===== config.mk =====
export PLATFORM = sky130hd
export DESIGN_NAME = pll_base_clock_select
export DESIGN_NICKNAME = d
export VERILOG_FILES = /design/src/logic/pll_clk_pkg.sv /design/src/logic/sync_edge.sv /design/src/logic/pll_base_clock_select.sv
export VERILOG_INCLUDE_DIRS = /design/src /design/src/logic
export SDC_FILE = /design/constraint.sdc
export NUM_CORES = 1
export LEC_CHECK = 0
export BUFFER_PORTS_ARGS = -buffer_cell sky130_fd_sc_hd__clkbuf_2
export CORE_UTILIZATION = 44
export CTS_CLUSTER_SIZE = 12
export DETAILED_ROUTE_END_ITERATION = 8
export GPL_ROUTABILITY_DRIVEN = 0
export PLACE_DENSITY = 0.69
export REMOVE_ABC_BUFFERS = 1
export SYNTH_ARGS = -nofsm -noshare
export SYNTH_HDL_FRONTEND = slang
export SYNTH_HIERARCHICAL = 1
export SYNTH_SLANG_ARGS = --single-unit

===== constraint.sdc =====
create_clock -name clk -period 5.35 [get_ports clk]
set_input_delay 0.535 -clock clk [delete_from_list [all_inputs] [get_ports clk]]
set_output_delay 0.535 -clock clk [all_outputs]
set_load 0.02 [all_outputs]

===== src/logic/pll_base_clock_select_regs.svh =====
// Register map, field positions, reset values and counts of the base clock block.
// Assumes an APB slave with byte addresses, one 32-bit word per register.
//
// Behaviour
// Zero reference divider or multiplier acts exactly like one.
// Zero range factor keeps PLL disabled and refuses the VCO clock.
// Source change passes transition control; base clock held static meanwhile.
// Transition control output divided by two gives the base clock.
// Base clock select bit in control register chooses the source.
// Select one drives halved prescaled VCO clock, zero halved oscillator.
// Selecting VCO clock ignored while PLL enable is clear.
// Clearing PLL enable ignored while VCO clock is selected.
// One write never changes both enable and select.
// Zero range factor forces oscillator as base clock source.
// PLL parameter fields writable only while PLL enable is zero.
// Parameters held as plain binary in their own registers.
// Base clock has 50 percent duty for either source.
// PLL reference clock is a buffered copy of oscillator clock.
// Interrupt request output derives from the lock detector.
// Lock-change flag requests interrupt only with lock interrupt enable.
// Lock toggle sets flag; any control register read clears it.
// VCO centre frequency is range times two-power times 125 kHz.
// Old clock stops on its falling edge before new one starts.
// Software programs parameters, enables, waits lock, then selects.
`ifndef PLL_BASE_CLOCK_SELECT_REGS_SVH
`define PLL_BASE_CLOCK_SELECT_REGS_SVH

`define OFF_CONTROL      8'h00
`define OFF_MUL_HIGH     8'h04
`define OFF_MUL_LOW      8'h08
`define OFF_VCO_RANGE    8'h0c
`define OFF_REF_DIVIDER  8'h10
`define OFF_STATUS       8'h14

`define CTRL_IRQEN_BIT   7
`define CTRL_EN_BIT      5
`define CTRL_SEL_BIT     4
`define CTRL_PRE_LSB     2
`define CTRL_POW2_LSB    0

`define RST_CONTROL      8'h20
`define RST_MULTIPLIER   12'h040
`define RST_VCO_RANGE    8'h40
`define RST_REF_DIVIDER  4'h1

`define NEW_CLOCK_EDGES  2'h2
`define FNOM_KHZ         18'h0007d

`endif


===== src/logic/pll_clk_pkg.sv =====
// Types shared by the base clock select block.
// Assumes the register header supplies all offsets and reset values.
`default_nettype none
package pll_clk_pkg;

	typedef struct packed {
		logic       lockIrqEnable;
		logic       lockChangeFlag;
		logic       pllEnable;
		logic       baseClockSelect;
		logic [1:0] prescaler;
		logic [1:0] vcoPow2Range;
	} pll_control_type;

	typedef struct packed {
		logic        pllActive;
		logic [1:0]  prescaler;
		logic [1:0]  vcoPow2Range;
		logic [11:0] multiplier;
		logic [7:0]  vcoRange;
		logic [3:0]  refDivider;
		logic [17:0] vcoCenterKhz;
	} pll_cfg_type;

	typedef enum logic [1:0] {
		SW_RUN,
		SW_STOP_OLD,
		SW_START_NEW
	} switch_state_type;

endpackage
`default_nettype wire


===== src/logic/sync_edge.sv =====
// Two-flop synchronisers with edge pulses for asynchronous clock and level inputs.
// Assumes inputs change slower than half the sampling clock rate.
`default_nettype none
module sync_edge #(
	parameter int WIDTH = 1
) (
	// Clock and reset
	input  wire logic             clk,
	input  wire logic             reset_n,
	// Asynchronous side
	input  wire logic [WIDTH-1:0] asyncIn,
	// Synchronised side
	output logic      [WIDTH-1:0] level,
	output logic      [WIDTH-1:0] rise,
	output logic      [WIDTH-1:0] fall
);

	genvar i;
	generate
		for (i = 0; i < WIDTH; i++) begin : gen_bit
			logic [2:0] shift_reg;
			logic [2:0] shift_next;

			always_comb begin
				shift_next = {shift_reg[1:0], asyncIn[i]};
			end

			always_ff @(posedge clk) begin
				if (!reset_n) begin
					shift_reg <= 3'h0;
				end else begin
					shift_reg <= shift_next;
				end
			end

			// Stage 0 feeds only stage 1
			assign level[i] = shift_reg[1];
			assign rise[i]  = shift_reg[1] & ~shift_reg[2];
			assign fall[i]  = ~shift_reg[1] & shift_reg[2];
		end
	endgenerate

endmodule
`default_nettype wire


===== src/logic/pll_base_clock_select.sv =====
// Digital control of the clock generator: APB registers, parameter
// interlocks, glitch-free base clock switch with divide by two, lock interrupt.
// Assumes both source clocks run below a quarter of clk; they are sampled.
`include "pll_base_clock_select_regs.svh"
`default_nettype none
module pll_base_clock_select (
	// Clock and reset
	input  wire logic                     clk,
	input  wire logic                     reset_n,
	// APB slave
	input  wire logic                     psel,
	input  wire logic                     penable,
	input  wire logic                     pwrite,
	input  wire logic [7:0]               paddr,
	input  wire logic [31:0]              pwdata,
	output logic      [31:0]              prdata,
	output logic                          pready,
	output logic                          pslverr,
	// Source clocks and lock detector
	input  wire logic                     oscClock,
	input  wire logic                     prescaledVcoClock,
	input  wire logic                     lockIndicator,
	// Clock outputs
	output logic                          baseClockOut,
	output logic                          pllRefClock,
	// Interrupt and analog configuration
	output logic                          lockChangeIrq,
	output var pll_clk_pkg::pll_cfg_type  cfgOut
);
	import pll_clk_pkg::*;

	function automatic logic isMapped(input logic [7:0] addr);
		isMapped = (addr == `OFF_CONTROL) || (addr == `OFF_MUL_HIGH) ||
			(addr == `OFF_MUL_LOW) || (addr == `OFF_VCO_RANGE) ||
			(addr == `OFF_REF_DIVIDER) || (addr == `OFF_STATUS);
	endfunction

	// Synchronised inputs: bit 0 oscillator, 1 VCO, 2 lock
	logic [2:0] syncLevel;
	logic [2:0] syncRise;
	logic [2:0] syncFall;

	sync_edge #(
		.WIDTH(3)
	) u_sync (
		.clk     (clk),
		.reset_n (reset_n),
		.asyncIn ({lockIndicator, prescaledVcoClock, oscClock}),
		.level   (syncLevel),
		.rise    (syncRise),
		.fall    (syncFall)
	);

	// APB handshake: one wait state, output data registered
	logic        ready_reg;
	logic        ready_next;
	logic        slvErr_reg;
	logic        slvErr_next;
	logic [31:0] rdata_reg;
	logic [31:0] rdata_next;
	logic        access;
	logic        commit;
	logic        wrCtrl;
	logic        wrParam;
	logic        rdCtrl;
	logic [31:0] readData;

	// Register state
	pll_control_type ctrl_reg;
	pll_control_type ctrl_next;
	logic [11:0]     mul_reg;
	logic [11:0]     mul_next;
	logic [7:0]      range_reg;
	logic [7:0]      range_next;
	logic [3:0]      refDiv_reg;
	logic [3:0]      refDiv_next;
	logic            rangeZero;
	logic            lockToggle;
	logic            reqEnable;
	logic            reqSelect;
	logic            enableApplied;
	logic            selectAllowed;

	// Clock switch state
	switch_state_type state_reg;
	switch_state_type state_next;
	logic             activeSel_reg;
	logic             activeSel_next;
	logic             baseClk_reg;
	logic             baseClk_next;
	logic [1:0]       edgeCnt_reg;
	logic [1:0]       edgeCnt_next;
	logic             refClk_reg;
	logic             refClk_next;
	logic             irq_reg;
	logic             irq_next;
	logic             wantSel;
	logic             oldRise;
	logic             oldFall;
	logic             newRise;
	pll_cfg_type      cfg_reg;
	pll_cfg_type      cfg_next;

	assign access     = psel & penable;
	assign commit     = access & ready_reg;
	assign wrCtrl     = commit & pwrite & (paddr == `OFF_CONTROL);
	assign wrParam    = commit & pwrite & ~ctrl_reg.pllEnable;
	assign rdCtrl     = commit & ~pwrite & (paddr == `OFF_CONTROL);
	assign rangeZero  = (range_reg == 8'h00);
	assign lockToggle = syncRise[2] | syncFall[2];

	always_comb begin
		readData = 32'h0000_0000;
		case (paddr)
			`OFF_CONTROL:     readData[7:0] = ctrl_reg;
			`OFF_MUL_HIGH:    readData[3:0] = mul_reg[11:8];
			`OFF_MUL_LOW:     readData[7:0] = mul_reg[7:0];
			`OFF_VCO_RANGE:   readData[7:0] = range_reg;
			`OFF_REF_DIVIDER: readData[3:0] = refDiv_reg;
			`OFF_STATUS:      readData[2:0] = {state_reg != SW_RUN, activeSel_reg, syncLevel[2]};
			default:          readData = 32'h0000_0000;
		endcase
	end

	always_comb begin
		ready_next  = access & ~ready_reg;
		slvErr_next = access & ~ready_reg & ~isMapped(paddr);
		rdata_next  = rdata_reg;
		if (access && !ready_reg && !pwrite) begin
			rdata_next = readData;
		end
	end

	always_ff @(posedge clk) begin
		if (!reset_n) begin
			ready_reg  <= 1'b0;
			slvErr_reg <= 1'b0;
			rdata_reg  <= 32'h0000_0000;
		end else begin
			ready_reg  <= ready_next;
			slvErr_reg <= slvErr_next;
			rdata_reg  <= rdata_next;
		end
	end

	// Control register with enable/select interlocks
	always_comb begin
		ctrl_next     = ctrl_reg;
		reqEnable     = pwdata[`CTRL_EN_BIT];
		reqSelect     = pwdata[`CTRL_SEL_BIT];
		// Clearing enable refused while VCO is selected
		enableApplied = (ctrl_reg.baseClockSelect && !reqEnable) ? 1'b1 : reqEnable;
		// Enable change in the same write blocks a select change
		selectAllowed = ctrl_reg.pllEnable && !rangeZero &&
			(enableApplied == ctrl_reg.pllEnable);
		if (wrCtrl) begin
			ctrl_next.lockIrqEnable   = pwdata[`CTRL_IRQEN_BIT];
			ctrl_next.pllEnable       = enableApplied;
			ctrl_next.baseClockSelect = reqSelect ? (ctrl_reg.baseClockSelect | selectAllowed)
				: 1'b0;
			if (!ctrl_reg.pllEnable) begin
				ctrl_next.prescaler    = pwdata[`CTRL_PRE_LSB +: 2];
				ctrl_next.vcoPow2Range = pwdata[`CTRL_POW2_LSB +: 2];
			end
		end
		// Toggle in the clearing cycle wins over the read
		if (lockToggle) begin
			ctrl_next.lockChangeFlag = 1'b1;
		end else if (rdCtrl) begin
			ctrl_next.lockChangeFlag = 1'b0;
		end
	end

	// Parameter registers, frozen while the PLL runs
	always_comb begin
		mul_next    = mul_reg;
		range_next  = range_reg;
		refDiv_next = refDiv_reg;
		if (wrParam && paddr == `OFF_MUL_HIGH) begin
			mul_next[11:8] = pwdata[3:0];
		end
		if (wrParam && paddr == `OFF_MUL_LOW) begin
			mul_next[7:0] = pwdata[7:0];
		end
		if (wrParam && paddr == `OFF_VCO_RANGE) begin
			range_next = pwdata[7:0];
		end
		if (wrParam && paddr == `OFF_REF_DIVIDER) begin
			refDiv_next = pwdata[3:0];
		end
	end

	always_ff @(posedge clk) begin
		if (!reset_n) begin
			ctrl_reg   <= `RST_CONTROL;
			mul_reg    <= `RST_MULTIPLIER;
			range_reg  <= `RST_VCO_RANGE;
			refDiv_reg <= `RST_REF_DIVIDER;
		end else begin
			ctrl_reg   <= ctrl_next;
			mul_reg    <= mul_next;
			range_reg  <= range_next;
			refDiv_reg <= refDiv_next;
		end
	end

	// Effective analog configuration
	always_comb begin
		cfg_next              = cfg_reg;
		cfg_next.pllActive    = ctrl_reg.pllEnable & ~rangeZero;
		cfg_next.prescaler    = ctrl_reg.prescaler;
		cfg_next.vcoPow2Range = ctrl_reg.vcoPow2Range;
		cfg_next.multiplier   = (mul_reg == 12'h000) ? 12'h001 : mul_reg;
		cfg_next.refDivider   = (refDiv_reg == 4'h0) ? 4'h1 : refDiv_reg;
		cfg_next.vcoRange     = range_reg;
		cfg_next.vcoCenterKhz = 18'(({10'h000, range_reg} << ctrl_reg.vcoPow2Range)
			* `FNOM_KHZ);
	end

	// Glitch-free switch; output frozen while any transition is pending
	assign wantSel = ctrl_reg.baseClockSelect & ctrl_reg.pllEnable & ~rangeZero;
	assign oldRise = activeSel_reg ? syncRise[1] : syncRise[0];
	assign oldFall = activeSel_reg ? syncFall[1] : syncFall[0];
	assign newRise = activeSel_reg ? syncRise[0] : syncRise[1];

	always_comb begin
		state_next     = state_reg;
		activeSel_next = activeSel_reg;
		baseClk_next   = baseClk_reg;
		edgeCnt_next   = edgeCnt_reg;
		case (state_reg)
			SW_RUN: begin
				if (wantSel != activeSel_reg) begin
					state_next = SW_STOP_OLD;
				end else if (oldRise) begin
					// Toggle per source rise gives half rate, even duty
					baseClk_next = ~baseClk_reg;
				end
			end
			SW_STOP_OLD: begin
				if (oldFall) begin
					edgeCnt_next = 2'h0;
					state_next   = SW_START_NEW;
				end
			end
			SW_START_NEW: begin
				if (newRise) begin
					if (edgeCnt_reg == `NEW_CLOCK_EDGES - 2'h1) begin
						activeSel_next = ~activeSel_reg;
						edgeCnt_next   = 2'h0;
						state_next     = SW_RUN;
					end else begin
						edgeCnt_next = edgeCnt_reg + 2'h1;
					end
				end
			end
			default: begin
				state_next = SW_RUN;
			end
		endcase
		refClk_next = syncLevel[0];
		irq_next    = ctrl_reg.lockChangeFlag & ctrl_reg.lockIrqEnable;
	end

	always_ff @(posedge clk) begin
		if (!reset_n) begin
			state_reg     <= SW_RUN;
			activeSel_reg <= 1'b0;
			baseClk_reg   <= 1'b0;
			edgeCnt_reg   <= 2'h0;
			refClk_reg    <= 1'b0;
			irq_reg       <= 1'b0;
			cfg_reg       <= '0;
		end else begin
			state_reg     <= state_next;
			activeSel_reg <= activeSel_next;
			baseClk_reg   <= baseClk_next;
			edgeCnt_reg   <= edgeCnt_next;
			refClk_reg    <= refClk_next;
			irq_reg       <= irq_next;
			cfg_reg       <= cfg_next;
		end
	end

	assign prdata        = rdata_reg;
	assign pready        = ready_reg;
	assign pslverr       = slvErr_reg;
	assign baseClockOut  = baseClk_reg;
	assign pllRefClock   = refClk_reg;
	assign lockChangeIrq = irq_reg;
	assign cfgOut        = cfg_reg;
endmodule
`default_nettype wire


==> results of run 1 <==
per-layer routing:
metal	routed length, um	vias up	share of wire [%]	GRT usage, %
li1	-	2365	-	-
met1	5961	2275	44	25.10
met2	6678	188	49	33.19
met3	791	22	5.8	3.868
met4	261	0	1.9	7.562
met5	0	-	0	0
layout by cell type, fill, tap and decap left out, types with 24 or more instances in the layout:
master	n
clkbuf_2	83
ha_1	40
nor2_1	34
o21ai_0	26
fa_1	32
conb_1	24
a21oi_1	26
nand2_1	65
inv_1	60
and2_1	40
dfxtp_1	105
per-stage QoR:
| step | setup WS [ns] | setup TNS [ns] | utilization (%) |
|---|---|---|---|
| after floorplan | -0.008407 | -0.008407 | - |
| after global placement | 0.1210 | 0 | 49.47 |
| after detailed placement | 0.08871 | 0 | 49.47 |
| after CTS | 0.06144 | 0 | 51.79 |
| after global routing | 0.005033 | 0 | 51.93 |
| final | 0.2428 | 0 | 51.93 |
timing repair:
action / 4_1_cts / 5_1_grt
hold endpoints to repair: 0 / 0
setup endpoints to repair: 0 / 7
gates resized for setup: 0 / 8
how the worst max path moves through the flow:
stage	end	slack [ns]	cells past startpoint
6_report	cfgOut[17]$_SDFF_PN0_	0.24	16
5_1_grt	cfgOut[17]$_SDFF_PN0_	0.005	16
4_1_cts	cfgOut[17]$_SDFF_PN0_	0.06	16
3_5_place_dp	cfgOut[17]$_SDFF_PN0_	0.09	16
3_3_place_gp	cfgOut[17]$_SDFF_PN0_	0.12	16
2_1_floorplan	cfgOut[17]$_SDFF_PN0_	-0.008	16
worst max-delay path, cell delays in order, from the launching register on:
cell and delay [ns]:
dfxtp_2 0.41, mux2_2 0.36, or2_2 0.27, o21ai_0 0.14, inv_1 0.14, fa_1 0.52, inv_1 0.05, fa_1 0.52
inv_1 0.05, fa_1 0.50, fa_1 0.49, ha_1 0.39, a21oi_1 0.15, o21ai_0 0.16, a221o_1 0.37, or3_1 0.37
a21oi_1 0.16
area by class of cell:
class | instances | area (um^2) | share of cell area, %
inverters | 62 | 232.7 | 3.332
clock buffers | 10 | 239.0 | 3.421
well taps | 176 | 220.2 | 3.152
flip-flops and latches | 106 | 2123 | 30.40
repair buffers | 95 | 505.5 | 7.236
clock inverters | 6 | 72.57 | 1.039
multi-input cells | 475 | 3592 | 51.42
power breakdown:
group	internal (W)	switching, W	leakage [nW]
Combinational	0.0000229	0.0000617	2.42
Clock	0.000381	0.000304	0.150
Sequential	0.000797	0.00000368	0.860
Total	0.00120	0.000369	3.43
==> impl_metrics.ini, run 1 <==
[floorplanning]
die_area_um2 = 14500
chipWidth_um = 120.4
design.portCount = 132
dieHeight_um = 120.4
placementRows = 42
initial_core_util_pct = 45.86
core_area_um2 = 13450

[hold_path]
worst_hold_path_type = input pin to flop
hold_end = u_sync/gen_bit[0].shift_reg[0]$_SDFF_PN0_
hold_path.startpoint = oscClock
hold_path_depth = 2

[clock_tree]
clock-root-buffer = clkbuf_16
post_cts_hold_buffer_count = 0
ctsHtreeMaxLevel = 3
tritoncts = built
clock-sinks = 106
clk_transition_reported_paths_ns = 0.08
worst_skew_pair_latency_ns = 0.36
number_of_buffers_inserted_during_clock_tree_synthesis = 9
clock_path_buffers = 2
postCtsSetupRepairBufs = 0

[yosys]
synthCells = 677
synthesis.area_per_instance_um2 = 9.113
yosys_warnings = 6
synthesis.area_um2 = 6170

[power_and_ir_drop]
total_leakage_power_nw = 3.427
p_per_area_nw_per_um2 = 224.8
vdd_ir_drop_max_mv = 0.1440
post-layout-total-power_w = 0.001570

[placement]
io_buffer_count = 83
total_placed_cells_including_tap_cells = 914
postPlaceCellArea_um2 = 6655
dp_hpwl_um = 10470

[timing]
fin_worst_hold_slack_ns = 0.3840
setup_viol_count_final = 0
max_freq_ghz = 0.1958
period_needed_ns = 5.107
timing.final.max_slew_violations = 0
maxSlewHeadroom_pct = 50.30
grt_setup_unrepaired = no
clock-skew-final_ns = 0.01303
final_min_period_over_clock_period_pct = 95.46
timing_worst_slew_pin_value_ns = 0.7428
final-hold-violation-count = 0

[critical_path]
worst_setup_startpoint = cfg_next[43]$_SDFFE_PN0P_
r2r.worst_path.cells = 16
timing.critical_path.arrival_ns = 5.40
startpoint_type = flop
reg2reg_slack_ns = 0.24
r2r-start = cfg_next[43]$_SDFFE_PN0P_
path_class = flop to flop
crit_required_ns = 5.64
cp-end-kind = flop
critPathMaxFanout = 6
reg2reg_to = cfgOut[17]$_SDFF_PN0_

[cells_and_area]
fin_area_um2 = 6985
finalNonFillerCells = 930
layout-area-overhead-vs-synth_pct = 13.22
fill_cells = 1277
flip_flop_count_of_the_largest_register_all_copies_and_words_added = 47
drive_gt1_share_pct = 18.30
antenna_cells_inserted = 0
final_net_count = 870

[global_routing]
number_of_antenna_violations_at_the_first_check_in_global_routing = 0
first_global_vias = 4566
grt_first_pass_wirelength_um = 22250
global_route.usage.total_pct = 19.80
grt_max_degree = 66
global_route.overflow_total = 0

[route]
post_drt_wl_per_cell_um = 14.72
wirelength_um = 13690
total_drc_errors_in_the_routed_layout = 0
ant_nets = 0
detail_route.vias_per_cell = 5.215
via_count = 4850
dr.pass1.iters = 5
drt_iter0_markers = 401

[outcome]
outcome = complete, no violations

[flow_run]
max_cap_viol_count = 0
No activity file was read; power rests on OpenSTA's default activity.
==> inputs of run 2 (changes only) <==
--- a/config.mk
+++ b/config.mk
@@ -11,7 +11,7 @@
 export CTS_CLUSTER_SIZE = 12
 export DETAILED_ROUTE_END_ITERATION = 8
 export GPL_ROUTABILITY_DRIVEN = 0
-export PLACE_DENSITY = 0.69
+export PLACE_DENSITY = 0.67
 export REMOVE_ABC_BUFFERS = 1
 export SYNTH_ARGS = -nofsm -noshare
 export SYNTH_HDL_FRONTEND = slang
==> constraint.sdc (replaced) <==
create_clock -name clk -period 6.2 [get_ports clk]
set_input_delay 0.62 -clock clk [delete_from_list [all_inputs] [get_ports clk]]
set_output_delay 0.62 -clock clk [all_outputs]
set_load 0.02 [all_outputs]
==> impl_metrics.ini, run 2 (synthesis gave the netlist of run 1 again) <==
[outcome]
outcome = complete, no violations

[route]
wirelength_um = 13280
post_drt_wl_per_cell_um = 14.39
drt_iter0_markers = 255
via_count = 4731
dr.pass1.iters = 5
ant_nets = 0
detail_route.vias_per_cell = 5.126
total_drc_errors_in_the_routed_layout = 0

[clock_tree]
clock_path_buffers = 2
number_of_buffers_inserted_during_clock_tree_synthesis = 9
clock-root-buffer = clkbuf_16
worst_skew_pair_latency_ns = 0.36
postCtsSetupRepairBufs = 0
post_cts_hold_buffer_count = 0
tritoncts = built
cts.repair.resized = 0
clock-sinks = 106
clk_transition_reported_paths_ns = 0.08
ctsHtreeMaxLevel = 3

[placement]
dp_hpwl_um = 10090
placement.setup.worst_slack_ns = 0.7480
io_buffer_count = 83

[cells_and_area]
layout-area-overhead-vs-synth_pct = 12.11
final_net_count = 863
drive_gt1_share_pct = 16.47
flip_flop_count_of_the_largest_register_all_copies_and_words_added = 47
finalCoreUtilization_pct = 51.41
mostFrequentLayoutCell = dfxtp_1
highest_count_cells_in_the_layout_ignoring_fill_and_taps = dfxtp_1 (106), clkbuf_2 (83), nand2_1 (65)
antenna_cells_inserted = 0

[global_routing]
grt_max_degree = 67
first_global_vias = 4575
grt_first_pass_wirelength_um = 21890
global_route.overflow_total = 0
number_of_antenna_violations_at_the_first_check_in_global_routing = 0
global_route.usage.total_pct = 19.20

[critical_path]
startpoint_type = flop
worst-path-stages = 16
r2r-start = range_reg[2]$_SDFFE_PN0P_
timing.critical_path.arrival_ns = 5.78
cp_cell_sequence = mux2_2, or2_2, o21ai_0, inv_1, fa_1, inv_1, fa_1, inv_1, fa_1, fa_1, ha_1, a21oi_1, o21ai_0, a221o_1, or3_1, a21oi_1
cp-end-kind = flop
crit_top_cell = fa_1
critPathMaxFanout = 9
crit_buf_inv = 3
critical-path-top-delay-family = adder cells
path_class = flop to flop
crit_required_ns = 6.48
slowest_stage = fa_1
reg2reg_slack_ns = 0.70
r2r.worst_path.cells = 16
max_stage_delay_ns = 0.57
reg2reg_to = cfgOut[17]$_SDFF_PN0_

[floorplanning]
die_area_um2 = 14500
core_area_um2 = 13450
initial_core_util_pct = 45.86
design.portCount = 132
chipWidth_um = 120.4
placementRows = 42
dieHeight_um = 120.4

[timing]
final_min_period_over_clock_period_pct = 88.75
period_needed_ns = 5.502
maxSlewHeadroom_pct = 45.98
fin_worst_hold_slack_ns = 0.4294
totalNegativeSetupSlack_ns = 0
setup_slack_ns = 0.6977
grt_setup_unrepaired = no
final-hold-violation-count = 0
max_freq_ghz = 0.1817
clock-skew-final_ns = 0.009443
timing_worst_slew_pin_value_ns = 0.8073
setup_viol_count_final = 0
timing.final.max_slew_violations = 0

[hold_path]
hold_path_depth = 1
worst_hold_path_type = flop to flop
hold_end = u_sync/gen_bit[2].shift_reg[1]$_SDFF_PN0_
hold_path.startpoint = u_sync/gen_bit[2].shift_reg[0]$_SDFF_PN0_

[power_and_ir_drop]
p_per_area_nw_per_um2 = 197.0
vdd_ir_drop_max_mv = 0.1615
total_leakage_power_nw = 3.394

[flow_run]
max_cap_viol_count = 0
==> run 2: cell count changes in the layout (fill, tap and decap cells not counted), moves of 2 or more <==
cell | previous run | this run
buf_4 | 12 | 5
clkinv_4 | 2 | 0
inv_1 | 60 | 62
inv_2 | 2 | 0
inv_8 | 0 | 2
==> run 2: final cells by class <==
class	instances	area (um^2)
timing repair buffer	88	452.9
clock buffer	10	229.0
fill	1312	6536
clock inverter	6	85.08
sequential	106	2122
inverter	62	232.7
multi-input combinational	475	3575
tap	176	220.2
==> run 2: worst register-to-register path, cell delays in order (launching register included) <==
cell     delay (ns)
dfxtp_1        0.43
mux2_2         0.33
or2_2          0.26
o21ai_0        0.25
inv_1          0.28
fa_1           0.57
inv_1          0.06
fa_1           0.54
inv_1          0.06
fa_1           0.51
fa_1           0.50
ha_1           0.39
a21oi_1        0.15
o21ai_0        0.17
a221o_1        0.38
or3_1          0.38
a21oi_1        0.17
==> run 2: worst max path at each step <==
stage,start,endpoint,slack [ns]
2_1_floorplan,cfg_next[43]$_SDFFE_PN0P_,cfgOut[17]$_SDFF_PN0_,0.84
3_3_place_gp,range_reg[2]$_SDFFE_PN0P_,cfgOut[17]$_SDFF_PN0_,0.81
3_5_place_dp,range_reg[2]$_SDFFE_PN0P_,cfgOut[17]$_SDFF_PN0_,0.75
4_1_cts,range_reg[2]$_SDFFE_PN0P_,cfgOut[17]$_SDFF_PN0_,0.68
5_1_grt,cfg_next[43]$_SDFFE_PN0P_,cfgOut[17]$_SDFF_PN0_,0.39
6_report,range_reg[2]$_SDFFE_PN0P_,cfgOut[17]$_SDFF_PN0_,0.70
==> run 2: report_power, final <==
group	switching (W)	internal [W]	total (W)
Sequential	0.00000332	0.000688	0.000691
Clock	0.000275	0.000324	0.000599
Combinational	0.0000520	0.0000197	0.0000718
Total	0.000331	0.00103	0.00136
==> run 2: per-layer routing <==
metal	vias to the layer above	wire length, um	GRT usage (%)
met4	0	251	7.176
li1	2343	-	-
met2	167	6273	32.08
met1	2202	5951	23.97
met3	19	806	4.575
met5	-	0	0
==> run 2: through the flow <==
step / total power (W) / area, um^2 / instances
finish: 0.001362 / 6917 / 923
global route: 0.001411 / 6917 / 923
CTS: 0.001383 / 6917 / 923
detailed placement: 0.0007789 / 6603 / 907
global placement: 0.0007782 / 6603 / 907
floorplan: 0.0007463 / 5929 / 643
==> inputs of run 3 (changes only) <==
--- a/config.mk
+++ b/config.mk
@@ -6,7 +6,7 @@
 export SDC_FILE = /design/constraint.sdc
 export NUM_CORES = 1
 export LEC_CHECK = 0
-export BUFFER_PORTS_ARGS = -buffer_cell sky130_fd_sc_hd__clkbuf_2
+export BUFFER_PORTS_ARGS = -buffer_cell sky130_fd_sc_hd__buf_4
 export CORE_UTILIZATION = 44
 export CTS_CLUSTER_SIZE = 12
 export DETAILED_ROUTE_END_ITERATION = 8
==> impl_metrics.ini, run 3 (synthesis gave the netlist of run 1 again) <==
[route]
total_drc_errors_in_the_routed_layout = 0
detail_route.vias_per_cell = 5.099
post_drt_wl_per_cell_um = 14.60
ant_nets = 0
via_count = 4701
drt_iter0_markers = 245
wirelength_um = 13460
dr.pass1.iters = 5

[floorplanning]
design.portCount = 132
placementRows = 42
core_area_um2 = 13450
chipWidth_um = 120.4
dieHeight_um = 120.4
die_area_um2 = 14500
initial_core_util_pct = 45.86

[cells_and_area]
flip_flop_count_of_the_largest_register_all_copies_and_words_added = 47
final_net_count = 862
layout-area-overhead-vs-synth_pct = 15.11
antenna_cells_inserted = 0
layout.area.seq_um2 = 2122
drive_gt1_share_pct = 16.49
finalCoreUtilization_pct = 52.79
fill_cells = 1272
highest_count_cells_in_the_layout_ignoring_fill_and_taps = dfxtp_1 (106), buf_4 (87), nand2_1 (65)
mostFrequentLayoutCell = dfxtp_1
multiInputGateArea_um2 = 3575

[timing]
period_needed_ns = 5.446
timing_worst_slew_pin_value_ns = 0.8055
clock-skew-final_ns = 0.01039
max_freq_ghz = 0.1836
final-hold-violation-count = 0
timing.final.max_slew_violations = 0
final_min_period_over_clock_period_pct = 87.84
totalNegativeSetupSlack_ns = 0
setup_slack_ns = 0.7537
maxSlewHeadroom_pct = 46.10
setup_viol_count_final = 0
grt_setup_unrepaired = no

[critical_path]
startpoint_type = flop
setup.worst_path.end = cfgOut[17]$_SDFF_PN0_
path_class = flop to flop
reg2reg_to = cfgOut[17]$_SDFF_PN0_
r2r-start = range_reg[2]$_SDFFE_PN0P_
crit_required_ns = 6.49
cp-end-kind = flop
r2r.worst_path.cells = 16
worst_setup_startpoint = range_reg[2]$_SDFFE_PN0P_
timing.critical_path.arrival_ns = 5.73
critPathMaxFanout = 9
reg2reg_slack_ns = 0.75

[power_and_ir_drop]
switching_share_pct = 24.29
p_per_area_nw_per_um2 = 188.7
total_leakage_power_nw = 3.449
clkPwrFrac_pct = 42.5
combinationalPowerShare_pct = 5.9
power.share.sequential_pct = 51.6
intPower_w = 0.001015
post-layout-total-power_w = 0.001340
vdd_ir_drop_max_mv = 0.1090
net_switching_component_of_the_power_w = 0.0003255

[clock_tree]
clk_transition_reported_paths_ns = 0.08
tritoncts = built
cts.repair.resized = 0
ctsHtreeMaxLevel = 3
clock_path_buffers = 2
post_cts_hold_buffer_count = 0
postCtsSetupRepairBufs = 0
clock-root-buffer = clkbuf_16
worst_skew_pair_latency_ns = 0.36
clock-sinks = 106
number_of_buffers_inserted_during_clock_tree_synthesis = 9

[placement]
io_buffer_count = 83
dp_hpwl_um = 9973
placement.setup.worst_slack_ns = 0.7994

[global_routing]
number_of_antenna_violations_at_the_first_check_in_global_routing = 0
global_route.usage.total_pct = 19.34
grt_max_degree = 67
global_route.overflow_total = 0
first_global_vias = 4461
grt_first_pass_wirelength_um = 22100

[hold_path]
hold_path.startpoint = u_sync/gen_bit[2].shift_reg[0]$_SDFF_PN0_
worst_hold_path_type = flop to flop

[outcome]
outcome = complete, no violations

[flow_run]
max_cap_viol_count = 0
[run 3: through the flow]
stage	instances	hold slack (ns)	instance area [um^2]
CTS	922	0.4369	7102
global placement	906	0.4098	6803
global route	922	0.4423	7102
finish	922	0.4344	7102
detailed placement	906	0.4199	6803
floorplan	643	0.4057	5929
[run 3: metal layers]
| metal | up-vias | share of wire, % | GRT usage [%] |
|---|---|---|---|
| li1 | 2343 | - | - |
| met1 | 2166 | 45 | 25.18 |
| met2 | 170 | 46 | 31.36 |
| met3 | 22 | 6.5 | 4.340 |
| met4 | 0 | 2.0 | 7.099 |
| met5 | - | 0 | 0 |
[run 3: cell type report]
class / instances / area share (%)
multi-input cells: 475 / 50.33
flip-flops and latches: 106 / 29.88
repair buffers: 87 / 9.197
clock buffers: 11 / 3.559
inverters: 62 / 3.277
well taps: 176 / 3.101
clock inverters: 5 / 0.6519
[run 3: power by group through the flow]
stage               Sequential [W]  Clock [W]  Combinational [W]
floorplan                 0.000713          0          0.0000334
global placement          0.000707          0          0.0000781
detailed placement        0.000707          0          0.0000788
CTS                       0.000691   0.000582          0.0000794
global route              0.000692   0.000609          0.0000850
finish                    0.000691   0.000570          0.0000794
[run 3: how the worst min path moves through the flow]
stage	cells after the start	to	slack [ns]
floorplan	1	u_sync/gen_bit[0].shift_reg[1]$_SDFF_PN0_	0.41
global placement	1	u_sync/gen_bit[0].shift_reg[1]$_SDFF_PN0_	0.41
detailed placement	1	u_sync/gen_bit[1].shift_reg[1]$_SDFF_PN0_	0.42
CTS	1	u_sync/gen_bit[1].shift_reg[1]$_SDFF_PN0_	0.44
global route	1	u_sync/gen_bit[2].shift_reg[1]$_SDFF_PN0_	0.44
finish	1	u_sync/gen_bit[2].shift_reg[1]$_SDFF_PN0_	0.43
[run 3: critical path, stage by stage (launching register included)]
cell and delay [ns]:
dfxtp_1 0.44, mux2_2 0.33, or2_2 0.27, o21ai_0 0.24
inv_1 0.26, fa_1 0.56, inv_1 0.05, fa_1 0.54
inv_1 0.06, fa_1 0.52, fa_1 0.51, ha_1 0.39
a21oi_1 0.15, o21ai_0 0.16, a221o_1 0.37, or3_1 0.37
a21oi_1 0.16
